**config.mk**
```make
export PLATFORM = sky130hd
export DESIGN_NAME = hci_host_port
export DESIGN_NICKNAME = d
export VERILOG_FILES = /design/src/include/hci_pkg.sv /design/src/rtl/hci_serial_port.sv /design/src/rtl/hci_host_port.sv
export VERILOG_INCLUDE_DIRS = /design/src /design/src/include
export SDC_FILE = /design/constraint.sdc
export NUM_CORES = 1
export LEC_CHECK = 0
export BUFFER_PORTS_ARGS = -buffer_cell sky130_fd_sc_hd__buf_2
export CAP_MARGIN = 10
export CORE_ASPECT_RATIO = 1.25
export CORE_MARGIN = 5
export CORE_UTILIZATION = 56
export DETAILED_ROUTE_END_ITERATION = 12
export PLACE_DENSITY = 0.87
export SLEW_MARGIN = 40
export SYNTH_ARGS = -nofsm -noshare
export SYNTH_HDL_FRONTEND = slang
export SYNTH_SLANG_ARGS = --single-unit
```
**constraint.sdc**
```tcl
create_clock -name i_clk_sys -period 5.47 [get_ports i_clk_sys]
set_input_delay 0.547 -clock i_clk_sys [delete_from_list [all_inputs] [get_ports i_clk_sys]]
set_output_delay 0.547 -clock i_clk_sys [all_outputs]
set_load 0.02 [all_outputs]
```
**src/include/hci_consts.svh**
```systemverilog
`ifndef HCI_CONSTS_SVH
`define HCI_CONSTS_SVH

// register map
`define HCI_ADDR_W          11
`define HCI_DATA_W          8
`define HCI_GPC_ADDR        11'h006
`define HCI_GPC_DIR_LSB     0
`define HCI_GPC_LEVEL_LSB   2
`define HCI_GPC_RESET       8'h00
`define HCI_UNMAPPED_RDATA  8'h00
`define HCI_GPIO_N          2

// timing
`define HCI_CLK_PERIOD_NS   8
`define HCI_RESET_MIN_NS    100
`define HCI_RESET_WAIT_NS   2000000
`define HCI_RESET_WAIT_CYC  ((`HCI_RESET_WAIT_NS + `HCI_CLK_PERIOD_NS - 1) / `HCI_CLK_PERIOD_NS)

// serial frame: read flag, address msb first, then data msb first
`define HCI_SER_HDR_BITS    12
`define HCI_SER_FRAME_BITS  20
`define HCI_SER_CNT_W       5

`endif

```
**src/include/hci_pkg.sv**
```systemverilog
package hci_pkg;

  // access sequencer, gray coded along blocked -> idle -> armed -> transfer -> blocked
  typedef enum logic [1:0] {
    HCI_ST_BLOCKED = 2'b00,
    HCI_ST_IDLE    = 2'b01,
    HCI_ST_ARMED   = 2'b11,
    HCI_ST_XFER    = 2'b10
  } hci_state_t;

  typedef enum logic {
    HCI_STYLE_DIR_STROBE = 1'b0,
    HCI_STYLE_RD_WR      = 1'b1
  } hci_style_t;

endpackage

```
**src/rtl/hci_serial_port.sv**
```systemverilog
`timescale 1ns/100ps
`include "hci_consts.svh"

module hci_serial_port #(
  parameter int ADDR_W = `HCI_ADDR_W,
  parameter int DATA_W = `HCI_DATA_W
) (
  // clock and reset
  input  wire logic              i_clk_sys,
  input  wire logic              i_resetn,
  // link pins
  input  wire logic              i_enable,
  input  wire logic              i_sclk,
  input  wire logic              i_sdi,
  // register side
  input  wire logic [DATA_W-1:0] i_rdata,
  output logic      [ADDR_W-1:0] o_addr,
  output logic      [DATA_W-1:0] o_wdata,
  output logic                   o_wr,
  output logic                   o_sdo,
  output logic                   o_done
);

  if (ADDR_W + 1 != `HCI_SER_HDR_BITS || ADDR_W + 1 + DATA_W != `HCI_SER_FRAME_BITS) begin : g_chk
    $error("hci_serial_port: frame layout does not match widths");
  end

  logic                          sclk_q;
  logic [`HCI_SER_CNT_W-1:0]     cnt_q;
  logic [`HCI_SER_HDR_BITS-1:0]  hdr_q;
  logic [DATA_W-1:0]             wsh_q;
  logic [DATA_W-1:0]             rsh_q;
  logic                          load_q;
  logic                          rise;
  logic                          fall;
  logic                          in_data;

  // pins are synchronous, so one flop suffices for edge detection
  assign rise    = i_sclk & ~sclk_q;
  assign fall    = ~i_sclk & sclk_q;
  assign in_data = cnt_q >= `HCI_SER_CNT_W'(`HCI_SER_HDR_BITS);

  always_ff @(posedge i_clk_sys or negedge i_resetn) begin
    if (!i_resetn) begin
      sclk_q <= 1'b0;
    end else begin
      sclk_q <= i_sclk;
    end
  end

  // input bits sampled on rising shift clock
  always_ff @(posedge i_clk_sys or negedge i_resetn) begin
    if (!i_resetn) begin
      cnt_q  <= '0;
      hdr_q  <= '0;
      wsh_q  <= '0;
      o_wr   <= 1'b0;
      o_done <= 1'b0;
      load_q <= 1'b0;
    end else begin
      o_wr   <= 1'b0;
      o_done <= 1'b0;
      load_q <= 1'b0;
      if (!i_enable) begin
        cnt_q <= '0;
      end else if (rise && !o_done) begin
        cnt_q <= cnt_q + 1'b1;
        if (!in_data) begin
          hdr_q <= {hdr_q[`HCI_SER_HDR_BITS-2:0], i_sdi};
          load_q <= (cnt_q == `HCI_SER_CNT_W'(`HCI_SER_HDR_BITS - 1));
        end else begin
          wsh_q <= {wsh_q[DATA_W-2:0], i_sdi};
        end
        if (cnt_q == `HCI_SER_CNT_W'(`HCI_SER_FRAME_BITS - 1)) begin
          o_done <= 1'b1;
          o_wr   <= ~hdr_q[`HCI_SER_HDR_BITS-1];
        end
      end
    end
  end

  // read data leaves on falling shift clock, one bit at a time
  always_ff @(posedge i_clk_sys or negedge i_resetn) begin
    if (!i_resetn) begin
      rsh_q <= '0;
      o_sdo <= 1'b0;
    end else if (!i_enable) begin
      o_sdo <= 1'b0;
    end else if (load_q) begin
      rsh_q <= i_rdata;
    end else if (fall && in_data && hdr_q[`HCI_SER_HDR_BITS-1]) begin
      o_sdo <= rsh_q[DATA_W-1];
      rsh_q <= {rsh_q[DATA_W-2:0], 1'b0};
    end
  end

  // last bit shifts in on the edge that raises o_wr, so the shifter is whole in the cycle o_wr is high
  assign o_addr  = hdr_q[ADDR_W-1:0];
  assign o_wdata = wsh_q;

endmodule

```
**src/rtl/hci_host_port.sv**
```systemverilog
// Functional notes
// - a low reset pulse longer than 100 ns resets everything; host holds it that long.
// - pin control bits 1..0 set each general pin as input or output.
// - an input pin's sampled level reads back in its bit within bits 3..2.
// - an output pin drives the level held in its bit within bits 3..2.
// - open-drain low interrupt stays asserted while any unmasked indication is set.
// - parallel address bus selects the register; serial mode ties address to ground.
// - parallel data bus carries read data out and write data in.
// - serial read data shifts out on data line 0; lines 7..1 unused.
// - bus style select low chooses direction strobe, high separate strobes.
// - in direction strobe style, control high means read, low means write.
// - in separate strobe style, control is a low write strobe capturing data.
// - serial host select low picks parallel operation, high picks serial.
// - serial output updates on falling shift clock, input sampled on rising.
// - in direction strobe style, the strobe input is a low data strobe.
// - in separate strobe style, the strobe input is a low read strobe.
`timescale 1ns/100ps
`include "hci_consts.svh"

module hci_host_port #(
  parameter int GPIO_N         = `HCI_GPIO_N,
  parameter int RESET_WAIT_CYC = `HCI_RESET_WAIT_CYC
) (
  // clock and reset
  input  wire logic                   i_clk_sys,
  input  wire logic                   i_resetn,
  // mode straps
  input  wire logic                   i_serial_host_select,
  input  wire logic                   i_bus_style_select,
  // host bus
  input  wire logic                   i_cs_n,
  input  wire logic [`HCI_ADDR_W-1:0] i_addr,
  input  wire logic                   i_data_strobe_n,
  input  wire logic                   i_rw_wr_n,
  input  wire logic [`HCI_DATA_W-1:0] i_data,
  output logic      [`HCI_DATA_W-1:0] o_data,
  output logic      [`HCI_DATA_W-1:0] o_data_oe,
  // general purpose pins
  input  wire logic [GPIO_N-1:0]      i_gpio,
  output logic      [GPIO_N-1:0]      o_gpio,
  output logic      [GPIO_N-1:0]      o_gpio_oe,
  // interrupt
  input  wire logic                   i_irq_active,
  output logic                        o_int_n,
  output logic                        o_int_n_oe,
  // status
  output logic                        o_regs_ready
);

  if (GPIO_N < 1 || GPIO_N > 2 || RESET_WAIT_CYC < 1) begin : g_chk
    $error("hci_host_port: unsupported parameter values");
  end

  localparam int WAIT_W = $clog2(RESET_WAIT_CYC + 1);

  hci_pkg::hci_state_t        state_q;
  logic [WAIT_W-1:0]          wait_q;
  logic                       cs_q;
  logic                       rd_q;
  logic [`HCI_ADDR_W-1:0]     addr_q;
  logic [`HCI_DATA_W-1:0]     wdata_q;
  logic [GPIO_N-1:0]          dir_q;
  logic [GPIO_N-1:0]          level_q;
  logic                       serial;
  logic                       strobe;
  logic                       is_read;
  logic                       par_wr;
  logic                       reg_wr;
  logic [`HCI_ADDR_W-1:0]     reg_addr;
  logic [`HCI_DATA_W-1:0]     reg_wdata;
  logic [`HCI_DATA_W-1:0]     rdata;
  logic [GPIO_N-1:0]          level_rd;
  logic                       ser_en;
  logic [`HCI_ADDR_W-1:0]     ser_addr;
  logic [`HCI_DATA_W-1:0]     ser_wdata;
  logic                       ser_wr;
  logic                       ser_sdo;
  logic                       ser_done;

  assign serial = i_serial_host_select;

  // strobe decode per bus style
  always_comb begin
    if (hci_pkg::hci_style_t'(i_bus_style_select) == hci_pkg::HCI_STYLE_DIR_STROBE) begin
      strobe  = ~i_data_strobe_n;
      is_read = i_rw_wr_n;
    end else begin
      strobe  = ~i_data_strobe_n | ~i_rw_wr_n;
      is_read = ~i_data_strobe_n;
    end
  end

  // register access is held off until the post-reset wait expires
  always_ff @(posedge i_clk_sys or negedge i_resetn) begin
    if (!i_resetn) begin
      wait_q       <= '0;
      o_regs_ready <= 1'b0;
    end else if (!o_regs_ready) begin
      wait_q       <= wait_q + 1'b1;
      o_regs_ready <= (wait_q == WAIT_W'(RESET_WAIT_CYC - 1));
    end
  end

  // access sequencer; one access per chip select fall
  always_ff @(posedge i_clk_sys or negedge i_resetn) begin
    if (!i_resetn) begin
      state_q <= hci_pkg::HCI_ST_BLOCKED;
      cs_q    <= 1'b0;
      rd_q    <= 1'b0;
      addr_q  <= '0;
      wdata_q <= '0;
    end else begin
      cs_q <= ~i_cs_n;
      case (state_q)
        hci_pkg::HCI_ST_BLOCKED: begin
          // leaving test mode needs chip select high at least once
          if (i_cs_n && o_regs_ready) begin
            state_q <= hci_pkg::HCI_ST_IDLE;
          end
        end
        hci_pkg::HCI_ST_IDLE: begin
          if (!i_cs_n) begin
            state_q <= hci_pkg::HCI_ST_ARMED;
          end
        end
        hci_pkg::HCI_ST_ARMED: begin
          if (i_cs_n) begin
            state_q <= hci_pkg::HCI_ST_IDLE;
          end else if (serial) begin
            if (ser_done) begin
              state_q <= hci_pkg::HCI_ST_BLOCKED;
            end
          end else if (strobe) begin
            state_q <= hci_pkg::HCI_ST_XFER;
            rd_q    <= is_read;
            addr_q  <= i_addr;
            wdata_q <= i_data;
          end
        end
        hci_pkg::HCI_ST_XFER: begin
          if (i_cs_n) begin
            state_q <= hci_pkg::HCI_ST_IDLE;
          end else if (!strobe) begin
            state_q <= hci_pkg::HCI_ST_BLOCKED;
          end else if (!rd_q) begin
            wdata_q <= i_data;
          end
        end
        default: begin
          state_q <= hci_pkg::HCI_ST_BLOCKED;
        end
      endcase
    end
  end

  // parallel write commits when the strobe releases, after data settled
  assign par_wr = (state_q == hci_pkg::HCI_ST_XFER) && !i_cs_n && !strobe && !rd_q && !serial;
  assign ser_en = (state_q == hci_pkg::HCI_ST_ARMED) && !i_cs_n && serial;

  hci_serial_port #(
    .ADDR_W (`HCI_ADDR_W),
    .DATA_W (`HCI_DATA_W)
  ) u_serial (
    .i_clk_sys (i_clk_sys),
    .i_resetn  (i_resetn),
    .i_enable  (ser_en),
    .i_sclk    (i_data_strobe_n),
    .i_sdi     (i_rw_wr_n),
    .i_rdata   (rdata),
    .o_addr    (ser_addr),
    .o_wdata   (ser_wdata),
    .o_wr      (ser_wr),
    .o_sdo     (ser_sdo),
    .o_done    (ser_done)
  );

  assign reg_wr    = par_wr | (ser_wr & ser_en);
  assign reg_addr  = serial ? ser_addr : addr_q;
  assign reg_wdata = serial ? ser_wdata : wdata_q;

  // pin control register
  always_ff @(posedge i_clk_sys or negedge i_resetn) begin
    if (!i_resetn) begin
      dir_q   <= GPIO_N'(`HCI_GPC_RESET >> `HCI_GPC_DIR_LSB);
      level_q <= GPIO_N'(`HCI_GPC_RESET >> `HCI_GPC_LEVEL_LSB);
    end else if (reg_wr && reg_addr == `HCI_GPC_ADDR) begin
      dir_q   <= reg_wdata[`HCI_GPC_DIR_LSB +: GPIO_N];
      level_q <= reg_wdata[`HCI_GPC_LEVEL_LSB +: GPIO_N];
    end
  end

  // per pin: output level from register, input level read back
  for (genvar g = 0; g < GPIO_N; g++) begin : g_gpio
    assign level_rd[g] = dir_q[g] ? level_q[g] : i_gpio[g];

    always_ff @(posedge i_clk_sys or negedge i_resetn) begin
      if (!i_resetn) begin
        o_gpio[g]    <= 1'b0;
        o_gpio_oe[g] <= 1'b0;
      end else begin
        o_gpio[g]    <= level_q[g];
        o_gpio_oe[g] <= dir_q[g];
      end
    end
  end

  // reserved bits and unmapped addresses read as zero
  always_comb begin
    rdata = `HCI_UNMAPPED_RDATA;
    if (reg_addr == `HCI_GPC_ADDR) begin
      rdata[`HCI_GPC_DIR_LSB +: GPIO_N]   = dir_q;
      rdata[`HCI_GPC_LEVEL_LSB +: GPIO_N] = level_rd;
    end
  end

  // data bus drive; one cycle of lag traded for flop-driven pins
  always_ff @(posedge i_clk_sys or negedge i_resetn) begin
    if (!i_resetn) begin
      o_data    <= '0;
      o_data_oe <= '0;
    end else if (serial) begin
      o_data    <= {{(`HCI_DATA_W-1){1'b0}}, ser_sdo};
      o_data_oe <= {{(`HCI_DATA_W-1){1'b0}}, ser_en};
    end else if (state_q == hci_pkg::HCI_ST_XFER && rd_q && !i_cs_n && strobe && is_read) begin
      o_data    <= rdata;
      o_data_oe <= '1;
    end else begin
      o_data    <= '0;
      o_data_oe <= '0;
    end
  end

  // open drain: only ever pulls low
  always_ff @(posedge i_clk_sys or negedge i_resetn) begin
    if (!i_resetn) begin
      o_int_n    <= 1'b0;
      o_int_n_oe <= 1'b0;
    end else begin
      o_int_n    <= 1'b0;
      o_int_n_oe <= i_irq_active;
    end
  end

endmodule

```
* Word-level counts from Yosys, hierarchy flattened
Index checks and enable logic that the tools add are counted.
Storage, ports and cells: register bits 96, word-level logic and storage cells 134, input bits 29
Cells by class: reduce and logical (&&, ||, !) cells 30, add/subtract/negate cells 2, bitwise gates (word level) 12, order comparisons 1, equality and inequality tests 21, multiplexer cells 44
Operators by type and width (count):
- two-way mux 4 bit | 10
- two-way mux 8 bit | 4
- adder 18 x 1 -> 18 bit, second input constant | 1
- == test 18 bit, second input constant | 1
- != test 2 bit, second input constant | 9
- two-way mux 1 bit | 17
- two-way mux 2 bit | 8
- logical AND 1 bit | 15
- == test 11 x 3 -> 1 bit, second input constant | 1
- two-way mux 11 bit | 1
- two-way mux 5 bit | 2
- one-hot mux 2 bit (4 select lines) | 1
- one-hot mux 4 bit (2 select lines) | 1
- NOT 1 bit | 7
- AND reduction 7 bit | 1
- AND reduction 3 bit | 2
- adder 5 x 1 -> 5 bit, second input constant | 1
- == test 5 x 4 -> 1 bit, second input constant | 1
- == test 5 bit, second input constant | 1
- >= comparator 5 x 4 -> 1 bit, second input constant | 1
- zero test 1 bit | 5
- AND reduction 5 bit | 1
- == test 2 bit, second input constant | 2
- != test 2 x 1 -> 1 bit, second input constant | 2
- 10 further kinds | 15

* Longest topological paths before layout
word-level depth 9, depth in mapped cells 7, depth with buffers taken out 5

* Hierarchy
A second synthesis with hierarchy kept.
Unflattened totals: cell total of the unflattened synthesis 334, area total of the unflattened synthesis 4108.9 um2
By module, submodules not included:
- hci_host_port | cells each 189, instances 1, area an instance 2346.0 um2
- hci_serial_port | cells each 145, instances 1, area an instance 1762.9 um2

* Worst setup path after synthesis
No wires, ideal clock.
path kind input-to-reg, start input port i_serial_host_select, end register dir_q[0], arrival time 1.723 ns, stages on the path 4, setup slack 3.622 ns, data required time 5.345 ns, cells stage by stage nor4b_2 > nand3_2 > a221oi_4 > mux2_4
On the way: word-level cells in the longest chain between the ends 4, elaborated cells between the ends (all ways) 9, those cells by class 1 x eq/ne; 2 x mux; 2 x bitwise; 4 x reduce/logical
Ends and longest elaborated chain:
- start: declaration | RTL line hci_host_port.sv:28 | input wire logic i_serial_host_select,
- parallel branches: the longest is 4 deep, another holds two-way mux 11 bit
- end signal: assignment | RTL line hci_host_port.sv:184 | dir_q <= GPIO_N'(`HCI_GPC_RESET >> `HCI_GPC_DIR_LSB);
- end signal: assignment | RTL line hci_host_port.sv:187 | dir_q <= reg_wdata[`HCI_GPC_DIR_LSB +: GPIO_N];
- end: declaration | RTL line hci_host_port.sv:62 | logic [GPIO_N-1:0] dir_q;
Parallel ways; which one is timed is not known. A chain may end at the register's enable or synchronous reset.

* Worst setup path after layout
start register u_serial.o_done, end register u_serial.hdr_q[0]
On the way: word-level cells in the longest chain between the ends 3
Ends and longest elaborated chain:
- start: declaration | RTL line hci_serial_port.sv:21 | output logic o_done
- start signal: assignment | RTL line hci_serial_port.sv:58 | o_done <= 1'b0;
- start signal: assignment | RTL line hci_serial_port.sv:62 | o_done <= 1'b0;
- start signal: assignment | RTL line hci_serial_port.sv:75 | o_done <= 1'b1;
- zero test 1 bit | RTL line hci_serial_port.sv:66 | end else if (rise && !o_done) begin
- logical AND 1 bit | RTL line hci_serial_port.sv:66
- AND reduction 3 bit (no line)
- end signal: assignment | RTL line hci_serial_port.sv:69 | hdr_q <= {hdr_q[`HCI_SER_HDR_BITS-2:0], i_sdi};
- end: declaration | RTL line hci_serial_port.sv:30 | logic [`HCI_SER_HDR_BITS-1:0] hdr_q;
No other way between the ends.

==> results_dict.tcl <==
set metrics [dict create \
    min_period_ps 1900 \
    yosys_warnings 0 \
    seqCellArea_mm2 0.00215 \
    setup_viol 0 \
    post-route-period-util 0.347 \
    hold_violations 0 \
    ys_top_cells_by_area "dfrtp_1 56%, mux2_1 7.1%, mux2_2 3.8%" \
    avgSynthCellArea_um2 12.7 \
    fillers 494 \
    ys_async_sr_fraction 1.00 \
    worstSetupEndpointType "flip-flop" \
    grtUsageTotal 0.174 \
    first_iter_violations 137 \
    r2r-end "u_serial.hdr_q[0]" \
    final_cell_mix "86 x dfrtp_1, 41 x buf_2, 24 x mux2_1, 16 x nand2_1, 15 x nor2_1" \
    htree_num_levels 3 \
    synth_edf_count 0 \
    hp-class "input port to asynchronous set/reset pin" \
    synth_flop_cell "dfrtp_1" \
    slowest_stage "nand3_1" \
    die_height_um 102 \
    drc_errors 0 \
    cp-endpoint "u_serial.hdr_q[0]" \
    critPathLaunchType "flip-flop" \
    hold_buffers 0 \
    rows 33 \
    r2r_setup_slack_ps 3570 \
    comb_power_share 0.032 \
    core-area_mm2 0.00661 \
    cts-resized-gates 0 \
    power.switching_uw 245 \
    drive_gt1_frac 0.241 \
    finalWorstSetupSlack_ps 3570 \
    final_nets 372 \
    wire_per_inst_um 15.2 \
    port_buffers 42 \
    dp_hpwl_um 4550 \
    multiInputGateArea_mm2 0.00155 \
    n_antenna_cell 0 \
    synth_seq_cells 86 \
    grt_setup_unrepaired "false" \
    regToRegStartpoint "u_serial.o_done" \
    sw_frac_of_total 0.230 \
    slew_headroom 0.559 \
    finish.utilization 0.640 \
    cts_tree "done" \
    slew_violations 0 \
    cts-root-buf "clkbuf_8" \
    grt_pass1_vias 2508 \
    dieArea_mm2 0.00861 \
    clock_skew_ps 10.4 \
    gp_congestion 0.790 \
    final_common_cell "dfrtp_1" \
    dieWidth_um 84.0 \
    pwr_density_cell_mw_per_mm2 253 \
    outcome "complete, no violations" \
    synthesis.area_mm2 0.00383 \
    arrival_ps 2120 \
    p_clk_frac 0.373 \
    hold_slack_ps 198 \
    cts_made_buffers 9 \
    grt_first_pass_wirelength_um 11900 \
    ir_drop_v 0.000181 \
    pwr-share-seq 0.595 \
    cap_violations 0 \
    via_count 2415 \
    clock_latency_ps 350 \
    cp_data_required_time_ps 5690 \
    fmax_mhz 527 \
    worstPathCellList "nor3b_4 -> nand3_1 -> mux2_1" \
    synth_top_area_frac 0.562 \
    clk_path_buf_depth 2 \
    worst-path-max-fanout 12 \
    netlist_instances 302 \
    p_leak_nw 2.11 \
    ys_seq_area_frac 0.562 \
    place_ws_ps 3190 \
    start_util 0.580 \
    ant_nets 0 \
    synth_cell_types 51 \
    reg2reg_depth 3 \
    grt_max_degree 87 \
    tightest_slew_ps 662 \
    grt-ovfl-total 0 \
    routed_wl_um 6550 \
    cts_setup_buffers 0 \
    crit_start "u_serial.o_done" \
    clk_pin_slew_worst_paths_ps 80 \
    cp_slowest_stage_delay_ps 500 \
    synth_top_area_cell "dfrtp_1" \
    worst-setup-path-type "flip-flop to flip-flop" \
    viasPerCell 5.60 \
    antenna_found_initial 0 \
    p_int_uw 823 \
    tns_ps 0 \
    dr.pass1.iters 4 \
    area_delta_synth_final_pct 10.4 \
    clock_sinks 86 \
    ios 52 \
]
[metal layers]
layer	routed length (um)	vias to the layer above	track usage
li1	-	1133	-
met1	2700	1207	0.214
met2	3400	66	0.290
met3	326	9	0.0427
met4	119	0	0.0842
met5	0	-	0
[worst min-delay path by stage]
stage / startpoint / cells past startpoint / end
3_5_place_dp: level_q[1] / 0 / o_gpio[1]
6_report: i_resetn / 1 / addr_q[5]
5_1_grt: i_resetn / 1 / addr_q[2]
4_1_cts: i_resetn / 1 / wait_q[1]
3_3_place_gp: level_q[1] / 0 / o_gpio[1]
2_1_floorplan: i_resetn / 0 / addr_q[0]
[Yosys cell counts, types with 2 or more instances]
| master | instances |
|---|---|
| and2b_1 | 2 |
| buf_4 | 11 |
| nand4_1 | 7 |
| nand3_1 | 8 |
| mux2i_1 | 2 |
| nor4b_2 | 3 |
| nand3_2 | 2 |
| o21ai_0 | 5 |
| and4b_1 | 3 |
| a21o_1 | 2 |
| and3b_1 | 2 |
| a221o_1 | 3 |
| and2_1 | 2 |
| or4_1 | 2 |
| and3_1 | 4 |
| a211oi_1 | 2 |
| a22oi_1 | 4 |
| clkbuf_1 | 4 |
| a21oi_1 | 8 |
| xnor2_1 | 9 |
| xor2_1 | 12 |
| nor2_1 | 15 |
| ha_1 | 3 |
| mux2_1 | 24 |
| inv_1 | 6 |
| nor3_1 | 5 |
| dfrtp_1 | 86 |
| nand2_1 | 16 |
| a22o_1 | 5 |
| mux2_2 | 13 |
| nand2b_1 | 5 |
| buf_2 | 4 |
| nor3b_1 | 2 |
| mux2_4 | 4 |
[layout make-up]
cell class / instances / area share
flip-flops and latches: 86 / 0.509
multi-input cells: 195 / 0.367
repair buffers: 42 / 0.0518
clock buffers: 11 / 0.0334
well taps: 87 / 0.0257
clock inverters: 4 / 0.00769
inverters: 6 / 0.00532
[kinds of logic after synthesis]
kind of cell | after synthesis | share of synthesized area
muxes | 43 | 0.130
buffers and inverters | 25 | 0.0366
other | 1 | 0.000979
AOI/OAI and AO/OA | 34 | 0.0676
and+or+nand+nor | 89 | 0.146
adders and majority gates | 3 | 0.00980
xor gates and xnor gates | 21 | 0.0480
DFF | 86 | 0.562
[registers in the layout, summed over array words and instances, names as in the netlist, 2 cells and up]
| signal | flops |
|---|---|
| u_serial.o_wdata | 4 |
| u_serial.cnt_q | 5 |
| u_serial.hdr_q | 12 |
| addr_q | 11 |
| o_data_oe | 2 |
| wdata_q | 4 |
| o_gpio | 2 |
| wait_q | 18 |
| o_data | 4 |
| dir_q | 2 |
| state_q | 2 |
| u_serial.rsh_q | 8 |
| o_gpio_oe | 2 |
| level_q | 2 |
[power by group through the flow]
stage | clock network [mW] | registers [mW] | logic [mW]
2_1_floorplan | 0 | 0.650 | 0.0123
3_3_place_gp | 0 | 0.649 | 0.0341
3_5_place_dp | 0 | 0.649 | 0.0348
4_1_cts | 0.408 | 0.636 | 0.0352
5_1_grt | 0.436 | 0.637 | 0.0391
6_report | 0.398 | 0.636 | 0.0342
[worst max-delay path: cells and delay by family (launching register included)]
| kind | cells | cell delay (ps) |
|---|---|---|
| flip-flops | 1 | 430 |
| multiplexers | 1 | 480 |
| AND/OR/NAND/NOR | 2 | 870 |
[through the flow]
| step | cells | total power [mW] | cell area, um2 |
|---|---|---|---|
| 2_1_floorplan | 306 | 0.662 | 3850 |
| 3_3_place_gp | 416 | 0.683 | 4050 |
| 3_5_place_dp | 416 | 0.684 | 4050 |
| 4_1_cts | 431 | 1.08 | 4230 |
| 5_1_grt | 431 | 1.11 | 4230 |
| 6_report | 431 | 1.07 | 4230 |
Note: power is estimated with default switching activity, not from simulation.
